File: src/design/pmceo_consts.svh
`ifndef PMCEO_CONSTS_SVH
`define PMCEO_CONSTS_SVH

// register offsets in the configuration space
`define PMCEO_OFS_MAP_LOW       8'h02
`define PMCEO_OFS_MAP_HIGH      8'h03
`define PMCEO_OFS_CLK_EV_ROUTE  8'h04
`define PMCEO_OFS_EV_CHAN       8'h06

// virtual window space: address[7:4] == base, [3:2] window, [1:0] register
`define PMCEO_WIN_BASE          4'h1
`define PMCEO_VOFS_DIR          2'h0
`define PMCEO_VOFS_OUT          2'h1
`define PMCEO_VOFS_IN           2'h2
`define PMCEO_VOFS_FLAGS        2'h3

// field positions of clock_event_routing
`define PMCEO_ALT_PIN_BIT       7
`define PMCEO_RTC_EN_BIT        6
`define PMCEO_EV_PORT_HI        5
`define PMCEO_EV_PORT_LO        4
`define PMCEO_CLK_SRC_HI        3
`define PMCEO_CLK_SRC_LO        2
`define PMCEO_CLK_PORT_HI       1
`define PMCEO_CLK_PORT_LO       0

// reset values
`define PMCEO_RST_MAP           8'h00
`define PMCEO_RST_ROUTE         8'h00
`define PMCEO_RST_EV_CHAN       3'h0
`define PMCEO_RST_PORT_REG      8'h00
`define PMCEO_RST_FLAGS         2'h0

// sizes
`define PMCEO_NUM_PORTS         16
`define PMCEO_NUM_WIN           4
`define PMCEO_NUM_EVCH          8
`define PMCEO_PINS              8
`define PMCEO_FLAG_BITS         2

// pins and ports used by the routing
`define PMCEO_PORT_C            4'h2
`define PMCEO_RTC_PIN           3'h6
`define PMCEO_DEF_PIN           3'h7
`define PMCEO_ALT_PIN           3'h4

// field codes
`define PMCEO_ROUTE_OFF         2'h0
`define PMCEO_SRC_X1            2'h0
`define PMCEO_SRC_X2            2'h1
`define PMCEO_SRC_X4            2'h2

`endif

File: src/design/pmceo_pkg.sv
package pmceo_pkg;

  typedef logic [3:0] pmceo_port_code_t;
  typedef logic [1:0] pmceo_vreg_t;
  typedef logic [7:0] pmceo_byte_t;

endpackage : pmceo_pkg

File: src/design/pmceo_port_bank.sv
`timescale 1ns/1ps
`include "pmceo_consts.svh"

// direction, output and interrupt-flag registers of all physical ports
module pmceo_port_bank
  import pmceo_pkg::*;
#(
  parameter int NPORTS = `PMCEO_NUM_PORTS
) (
  // clock and reset
  input  wire logic                   i_ref_clk,
  input  wire logic                   i_rst_n,
  // access from the window decoder
  input  wire logic                   i_wr,
  input  wire pmceo_port_code_t       i_port,
  input  wire pmceo_vreg_t            i_vreg,
  input  wire logic [7:0]             i_wdata,
  // flag events from the pin sense logic
  input  wire logic [NPORTS*2-1:0]    i_flag_set,
  // register contents
  output logic      [NPORTS*8-1:0]    o_dir,
  output logic      [NPORTS*8-1:0]    o_out,
  output logic      [NPORTS*2-1:0]    o_flags
);

  genvar p;
  generate
    for (p = 0; p < NPORTS; p++) begin : g_port
      logic hit;
      assign hit = i_wr && (i_port == pmceo_port_code_t'(p));

      always_ff @(posedge i_ref_clk) begin
        if (!i_rst_n) begin
          o_dir[p*8 +: 8] <= `PMCEO_RST_PORT_REG;
        end else if (hit && i_vreg == `PMCEO_VOFS_DIR) begin
          o_dir[p*8 +: 8] <= i_wdata;
        end
      end

      always_ff @(posedge i_ref_clk) begin
        if (!i_rst_n) begin
          o_out[p*8 +: 8] <= `PMCEO_RST_PORT_REG;
        end else if (hit && i_vreg == `PMCEO_VOFS_OUT) begin
          o_out[p*8 +: 8] <= i_wdata;
        end
      end

      // write one clears; a new event in the same cycle wins
      always_ff @(posedge i_ref_clk) begin
        if (!i_rst_n) begin
          o_flags[p*2 +: 2] <= `PMCEO_RST_FLAGS;
        end else begin
          o_flags[p*2 +: 2] <= ((hit && i_vreg == `PMCEO_VOFS_FLAGS)
                                ? (o_flags[p*2 +: 2] & ~i_wdata[1:0])
                                : o_flags[p*2 +: 2])
                               | i_flag_set[p*2 +: 2];
        end
      end
    end
  endgenerate

endmodule : pmceo_port_bank

File: src/design/pmceo_top.sv
`timescale 1ns/1ps
`include "pmceo_consts.svh"

module pmceo_top
  import pmceo_pkg::*;
(
  // clock and reset
  input  wire logic                              i_ref_clk,
  input  wire logic                              i_rst_n,
  // register port
  input  wire logic [7:0]                        i_addr,
  input  wire logic [7:0]                        i_wdata,
  input  wire logic                              i_wr,
  input  wire logic                              i_rd,
  output logic      [7:0]                        o_rdata,
  // routed sources
  input  wire logic                              i_peripheral_clock,
  input  wire logic                              i_peripheral_clock_double,
  input  wire logic                              i_peripheral_clock_quad,
  input  wire logic                              i_rtc_clock,
  input  wire logic [`PMCEO_NUM_EVCH-1:0]        i_event_chan,
  // physical ports
  input  wire logic [`PMCEO_NUM_PORTS*8-1:0]     i_pin_in,
  input  wire logic [`PMCEO_NUM_PORTS*2-1:0]     i_flag_set,
  output logic      [`PMCEO_NUM_PORTS*8-1:0]     o_pin_out,
  output logic      [`PMCEO_NUM_PORTS*8-1:0]     o_pin_oe
);

  localparam int NPORTS = `PMCEO_NUM_PORTS;

  // control registers
  pmceo_byte_t virtual_map_low;
  pmceo_byte_t virtual_map_high;
  pmceo_byte_t clock_event_routing;
  logic [2:0]  event_channel_pick;

  // port register bank contents
  logic [NPORTS*8-1:0] bank_dir;
  logic [NPORTS*8-1:0] bank_out;
  logic [NPORTS*2-1:0] bank_flags;

  // window decode
  logic             win_hit;
  logic [1:0]       win_idx;
  pmceo_vreg_t      win_reg;
  pmceo_port_code_t win_port;
  logic             bank_wr;

  // routing fields
  logic             alt_pin_select;
  logic             rtc_clock_pin_enable;
  logic [1:0]       event_port_select;
  logic [1:0]       clock_source_select;
  logic [1:0]       clock_port_select;
  logic [4:0]       clk_port_idx;
  logic [4:0]       ev_port_idx;
  logic [2:0]       route_pin;
  logic             clk_sig;
  logic             ev_sig;

  logic [7:0]          next_rdata;
  logic [NPORTS*8-1:0] next_pin_out;

  // window code lookup, shared by read and write paths
  function automatic pmceo_port_code_t window_port_code(
    input logic [1:0] win,
    input pmceo_byte_t low,
    input pmceo_byte_t high
  );
    pmceo_port_code_t code;
    code = '0;
    case (win)
      2'h0: code = low[3:0];
      2'h1: code = low[7:4];
      2'h2: code = high[3:0];
      default: code = high[7:4];
    endcase
    return code;
  endfunction : window_port_code

  // 01/10/11 to ports C/D/E; off gives an index no port matches
  function automatic logic [4:0] route_port_index(input logic [1:0] sel);
    logic [4:0] idx;
    idx = 5'h1f;
    if (sel != `PMCEO_ROUTE_OFF) begin
      idx = 5'({3'h0, sel} + 5'({1'b0, `PMCEO_PORT_C}) - 5'h1);
    end
    return idx;
  endfunction : route_port_index

  assign win_hit  = (i_addr[7:4] == `PMCEO_WIN_BASE);
  assign win_idx  = i_addr[3:2];
  assign win_reg  = i_addr[1:0];
  assign win_port = window_port_code(win_idx, virtual_map_low, virtual_map_high);
  // input register is driven by the pins; a write there has no effect
  assign bank_wr  = i_wr && win_hit && (win_reg != `PMCEO_VOFS_IN);

  assign alt_pin_select       = clock_event_routing[`PMCEO_ALT_PIN_BIT];
  assign rtc_clock_pin_enable = clock_event_routing[`PMCEO_RTC_EN_BIT];
  assign event_port_select    = clock_event_routing[`PMCEO_EV_PORT_HI:`PMCEO_EV_PORT_LO];
  assign clock_source_select  = clock_event_routing[`PMCEO_CLK_SRC_HI:`PMCEO_CLK_SRC_LO];
  assign clock_port_select    = clock_event_routing[`PMCEO_CLK_PORT_HI:`PMCEO_CLK_PORT_LO];
  assign route_pin = alt_pin_select ? `PMCEO_ALT_PIN : `PMCEO_DEF_PIN;

  // configuration registers
  always_ff @(posedge i_ref_clk) begin
    if (!i_rst_n) begin
      virtual_map_low <= `PMCEO_RST_MAP;
    end else if (i_wr && i_addr == `PMCEO_OFS_MAP_LOW) begin
      virtual_map_low <= i_wdata;
    end
  end

  always_ff @(posedge i_ref_clk) begin
    if (!i_rst_n) begin
      virtual_map_high <= `PMCEO_RST_MAP;
    end else if (i_wr && i_addr == `PMCEO_OFS_MAP_HIGH) begin
      virtual_map_high <= i_wdata;
    end
  end

  always_ff @(posedge i_ref_clk) begin
    if (!i_rst_n) begin
      clock_event_routing <= `PMCEO_RST_ROUTE;
    end else if (i_wr && i_addr == `PMCEO_OFS_CLK_EV_ROUTE) begin
      clock_event_routing <= i_wdata;
    end
  end

  always_ff @(posedge i_ref_clk) begin
    if (!i_rst_n) begin
      event_channel_pick <= `PMCEO_RST_EV_CHAN;
    end else if (i_wr && i_addr == `PMCEO_OFS_EV_CHAN) begin
      event_channel_pick <= i_wdata[2:0];
    end
  end

  pmceo_port_bank #(
    .NPORTS (NPORTS)
  ) u_bank (
    .i_ref_clk  (i_ref_clk),
    .i_rst_n    (i_rst_n),
    .i_wr       (bank_wr),
    .i_port     (win_port),
    .i_vreg     (win_reg),
    .i_wdata    (i_wdata),
    .i_flag_set (i_flag_set),
    .o_dir      (bank_dir),
    .o_out      (bank_out),
    .o_flags    (bank_flags)
  );

  // read mux; unmapped addresses read zero
  always_comb begin
    next_rdata = 8'h00;
    if (i_rd) begin
      if (win_hit) begin
        unique case (win_reg)
          `PMCEO_VOFS_DIR:   next_rdata = bank_dir[win_port*8 +: 8];
          `PMCEO_VOFS_OUT:   next_rdata = bank_out[win_port*8 +: 8];
          `PMCEO_VOFS_IN:    next_rdata = i_pin_in[win_port*8 +: 8];
          `PMCEO_VOFS_FLAGS: next_rdata = {6'h00, bank_flags[win_port*2 +: 2]};
        endcase
      end else begin
        case (i_addr)
          `PMCEO_OFS_MAP_LOW:      next_rdata = virtual_map_low;
          `PMCEO_OFS_MAP_HIGH:     next_rdata = virtual_map_high;
          `PMCEO_OFS_CLK_EV_ROUTE: next_rdata = clock_event_routing;
          `PMCEO_OFS_EV_CHAN:      next_rdata = {5'h00, event_channel_pick};
          default:                 next_rdata = 8'h00;
        endcase
      end
    end
  end

  // data stand only in the cycle after the strobe
  always_ff @(posedge i_ref_clk) begin
    if (!i_rst_n) begin
      o_rdata <= 8'h00;
    end else begin
      o_rdata <= next_rdata;
    end
  end

  // source selection; reserved source code gives a quiet low level
  always_comb begin
    clk_sig = 1'b0;
    case (clock_source_select)
      `PMCEO_SRC_X1: clk_sig = i_peripheral_clock;
      `PMCEO_SRC_X2: clk_sig = i_peripheral_clock_double;
      `PMCEO_SRC_X4: clk_sig = i_peripheral_clock_quad;
      default:       clk_sig = 1'b0;
    endcase
  end

  assign ev_sig = i_event_chan[event_channel_pick];

  // port fields decoded once, shared by every pin below
  assign clk_port_idx = route_port_index(clock_port_select);
  assign ev_port_idx  = route_port_index(event_port_select);

  // pin multiplexer: clock, then rtc, then event, then ordinary data
  for (genvar gp = 0; gp < NPORTS; gp++) begin : g_mux_port
    for (genvar gb = 0; gb < `PMCEO_PINS; gb++) begin : g_mux_pin
      logic clk_hit;
      logic ev_hit;
      logic rtc_hit;

      assign clk_hit = (clk_port_idx == 5'(gp)) && (route_pin == 3'(gb));
      assign ev_hit  = (ev_port_idx == 5'(gp)) && (route_pin == 3'(gb));
      assign rtc_hit = rtc_clock_pin_enable && (4'(gp) == `PMCEO_PORT_C)
                       && (3'(gb) == `PMCEO_RTC_PIN);

      // clock tested first, so a clash of the two port fields shows the clock
      assign next_pin_out[gp*8+gb] = clk_hit ? clk_sig
                                   : rtc_hit ? i_rtc_clock
                                   : ev_hit  ? ev_sig
                                   : bank_out[gp*8+gb];
    end
  end

  // a clock faster than i_ref_clk is sampled here, so it comes out aliased
  always_ff @(posedge i_ref_clk) begin
    if (!i_rst_n) begin
      o_pin_out <= '0;
    end else begin
      o_pin_out <= next_pin_out;
    end
  end

  // routed signals only reach pins whose direction is output
  always_ff @(posedge i_ref_clk) begin
    if (!i_rst_n) begin
      o_pin_oe <= '0;
    end else begin
      o_pin_oe <= bank_dir;
    end
  end

endmodule : pmceo_top

File: config.mk
export PLATFORM = sky130hd
export DESIGN_NAME = pmceo_top
export DESIGN_NICKNAME = d
export VERILOG_FILES = /design/src/design/pmceo_pkg.sv /design/src/design/pmceo_port_bank.sv /design/src/design/pmceo_top.sv
export VERILOG_INCLUDE_DIRS = /design/src /design/src/design
export SDC_FILE = /design/constraint.sdc
export NUM_CORES = 1
export LEC_CHECK = 0
export BUFFER_PORTS_ARGS = -buffer_cell sky130_fd_sc_hd__buf_2
export CAP_MARGIN = 20
export CORE_ASPECT_RATIO = 1.25
export CORE_MARGIN = 5
export CORE_UTILIZATION = 50
export CTS_CLUSTER_SIZE = 16
export DETAILED_ROUTE_END_ITERATION = 16
export PLACE_DENSITY_LB_ADDON = 0.08
export SYNTH_ARGS = -nofsm -noshare
export SYNTH_HDL_FRONTEND = slang
export SYNTH_SLANG_ARGS = --single-unit
File: constraint.sdc
create_clock -name i_ref_clk -period 2.27 [get_ports i_ref_clk]
set_clock_uncertainty 0.15 [all_clocks]
set_input_delay 0.227 -clock i_ref_clk [delete_from_list [all_inputs] [get_ports i_ref_clk]]
set_output_delay 0.227 -clock i_ref_clk [all_outputs]
set_load 0.02 [all_outputs]
==> out/metrics.yaml <==
synthesis:
  syn-num-nets: 2723
  syn-instance-count: 2517
  syn_area_um2: 24350
  synth-seq-cells: 579
  ys_seq_area_share_pct: 47.61
  synth_top_area_cell: "dfxtp_1"
  yosys-top-cells-area: "dfxtp_1 48%, mux2i_1 9.0%, and2_1 6.6%"
  yosysWarnings: 0
  async_flop_share_pct: 0
  synth_top_area_share_pct: 47.61
  syn_avg_cell_area_um2: 9.673
  synth-main-ff-cell: "dfxtp_1"
  ys_types: 75
  synth_edf_count: 0
global_route:
  grt_max_degree: 209
  grt_util_all_layers_pct: 32.34
  grt_pass1_wl_um: 134600
  grt_pass1_vias: 21690
  antenna_found_initial: 3
  grt-ovfl-total: 0
worst_setup_path:
  worstPathCellList: "mux4_4, buf_12, buf_16, mux4_2, a31oi_2, o21ai_2, nor4_4, o31ai_1"
  max_stage_delay_ns: 0.67
  crit_arrival_ns: 3.08
  worst-path-buf-inv: 2
  worst_ep_required_time_ns: 2.61
  worst-setup-path-type: "register to register"
  critPathCaptureType: "register"
  cp_top_family: "multiplexers"
  crit_slowest_cell: "mux4_4"
  crit_path_start_kind: "register"
  crit_fanout: 7
placement:
  io_buffers: 455
  globalplace.congestion: 0.9560
  pre_cts_ws_ns: -0.6577
  place_hpwl_um: 65920
drt:
  drt-total-wl_um: 90450
  firstDrtPassIters: 5
  initialDrtViolationCount: 1741
  wl_per_cell_um: 23.61
  drc_errors: 0
  ant_nets: 0
  via_count: 21650
  via_per_inst: 5.652
clock_network:
  cts_tree: "done"
  clk_pin_slew_ns: 0.07
  numCtsBuffers: 55
  ctsHtreeMaxLevel: 2
  root_buffer: "clkbuf_16"
  clkLatencyLatePin_ns: 0.61
  max-clock-path-buffers: 3
  clock_sinks: 579
flow_run:
  cap_violations: 0
timing:
  fmax_mhz: 364.3
  tightest_slew_ns: 0.8413
  slew_violations: 0
  post-route-period-util_pct: 120.9
  setup_viol: 288
  hold_violations: 0
  rsz0062_at_grt: "yes"
  slew_headroom_pct: 43.91
  finalWorstSetupSlack_ns: -0.4751
  fin_crit_ns: 2.745
power_and_ir_drop:
  ir_worst_vdd_uv: 633.8
  power.density_nw_per_um2: 667.2
  p_total_mw: 21.86
  leakage_nw: 14.43
finish:
  drive_gt1_share_pct: 34.96
  num-nets-final: 3346
  fin_util_pct: 67.99
  area_delta_synth_final_pct: 34.59
die:
  die-width_um: 207.4
  rows: 90
  start_util_pct: 50.52
  dieArea_um2: 53240
  core_um2: 48200
  io_pins: 456
  die_h_um: 256.7
status:
  status: "complete, but fails checks"
  violations: "setup timing"
min_path:
  hold_path.class: "primary input to register"
synthesized netlist by cell type, types with 20 or more instances:
master and count:
buf_2 24, nand3_1 85, a21oi_1 67, mux2i_1 219, and2_1 255, o21a_1 35
clkbuf_1 152, a221oi_1 20, nor2_1 76, nor2b_1 175, a22oi_1 68, dfxtp_1 579
a22o_1 33, nand2_1 314, mux4_2 27, a211oi_1 20, a21boi_0 129
worst paths after layout:
path / from / endpoint / slack [ns] / cells after the start
max: virtual_map_high[4] / o_rdata[1] / -0.48 / 8
min: i_wdata[1] / u_bank.o_dir[113] / 0.05 / 4
max reg2reg: virtual_map_high[4] / o_rdata[1] / -0.48 / 8
min reg2reg: u_bank.o_dir[104] / u_bank.o_dir[104] / 0.32 / 2
tightest hold or removal path, cell delays in order:
cell and delay, ns:
buf_2 0.13, buf_4 0.25, nand2_2 0.10, a21boi_1 0.05
logic make-up after synthesis:
kind of cell	Yosys count	synth area share (%)
compound gates	472	14.22
fa+ha+maj	14	0.7195
buf+inv	219	4.029
flops	579	47.61
mux	270	12.77
simple gates	963	20.65
report_power, final:
part           switching [mW]  leakage, nW  internal, mW
combinational           0.943         8.79         0.686
sequential             0.0287         4.67          10.2
clock                    4.11        0.973          5.90
total                    5.08         14.4          16.8
cells in the final DEF (no fill, tap or decap), types with 59 or more instances in the layout:
| cell | count |
|---|---|
| dfxtp_1 | 576 |
| buf_2 | 454 |
| and2_1 | 247 |
| nand2_1 | 230 |
| mux2i_1 | 215 |
| buf_4 | 194 |
| nor2b_1 | 172 |
| a22oi_1 | 68 |
| nand2_2 | 66 |
| nor2_1 | 66 |
| a21boi_1 | 59 |
metrics by stage:
stage | cell area, um^2 | setup TNS (ns) | hold WS, ns | instances
final | 32770 | -60.22 | 0.05296 | 3831
after CTS | 32110 | -49.85 | 0.02878 | 3827
after detailed placement | 28890 | -117.47 | 0.2891 | 3663
after global routing | 32760 | -82.12 | 0.05737 | 3829
after global placement | 28890 | -107.91 | 0.2886 | 3663
after floorplan | 24440 | -0.2919 | 0.2008 | 2517
sequential cells by signal (all words and copies together) (netlist names):
signal	flops
event_channel_pick	3
u_bank.o_dir	128
clock_event_routing	8
o_rdata	8
virtual_map_high	8
o_pin_oe	128
o_pin_out	128
virtual_map_low	8
u_bank.o_out	128
u_bank.o_flags	32
routing by layer:
layer | GRT usage [%] | up-vias | share of wire [%]
li1 | - | 9948 | -
met1 | 42.09 | 10500 | 41
met2 | 53.38 | 998 | 47
met3 | 5.979 | 208 | 7.9
met4 | 13.01 | 4 | 4.2
met5 | 0 | - | 0.024
area by class of cell:
type,count,area [um^2]
Inverter,12,45.04
Antenna cell,3,7.507
Multi-Input combinational cell,1720,12890
Clock inverter,27,369.1
Fill cell,3857,15430
Timing Repair Buffer,772,5440
Tap cell,644,805.8
Sequential cell,579,11590
Clock buffer,74,1610
timing repair:
action                                  4_1_cts  5_1_grt
buffers inserted                             19        9
gates resized for setup                     222      175
pin swaps                                    93       90
hold buffers                                 42        0
cloned                                        5        0
endpoints found under the hold margin       104        0
endpoints found under the setup margin      290      294
Power figures use the tool's default switching activity.
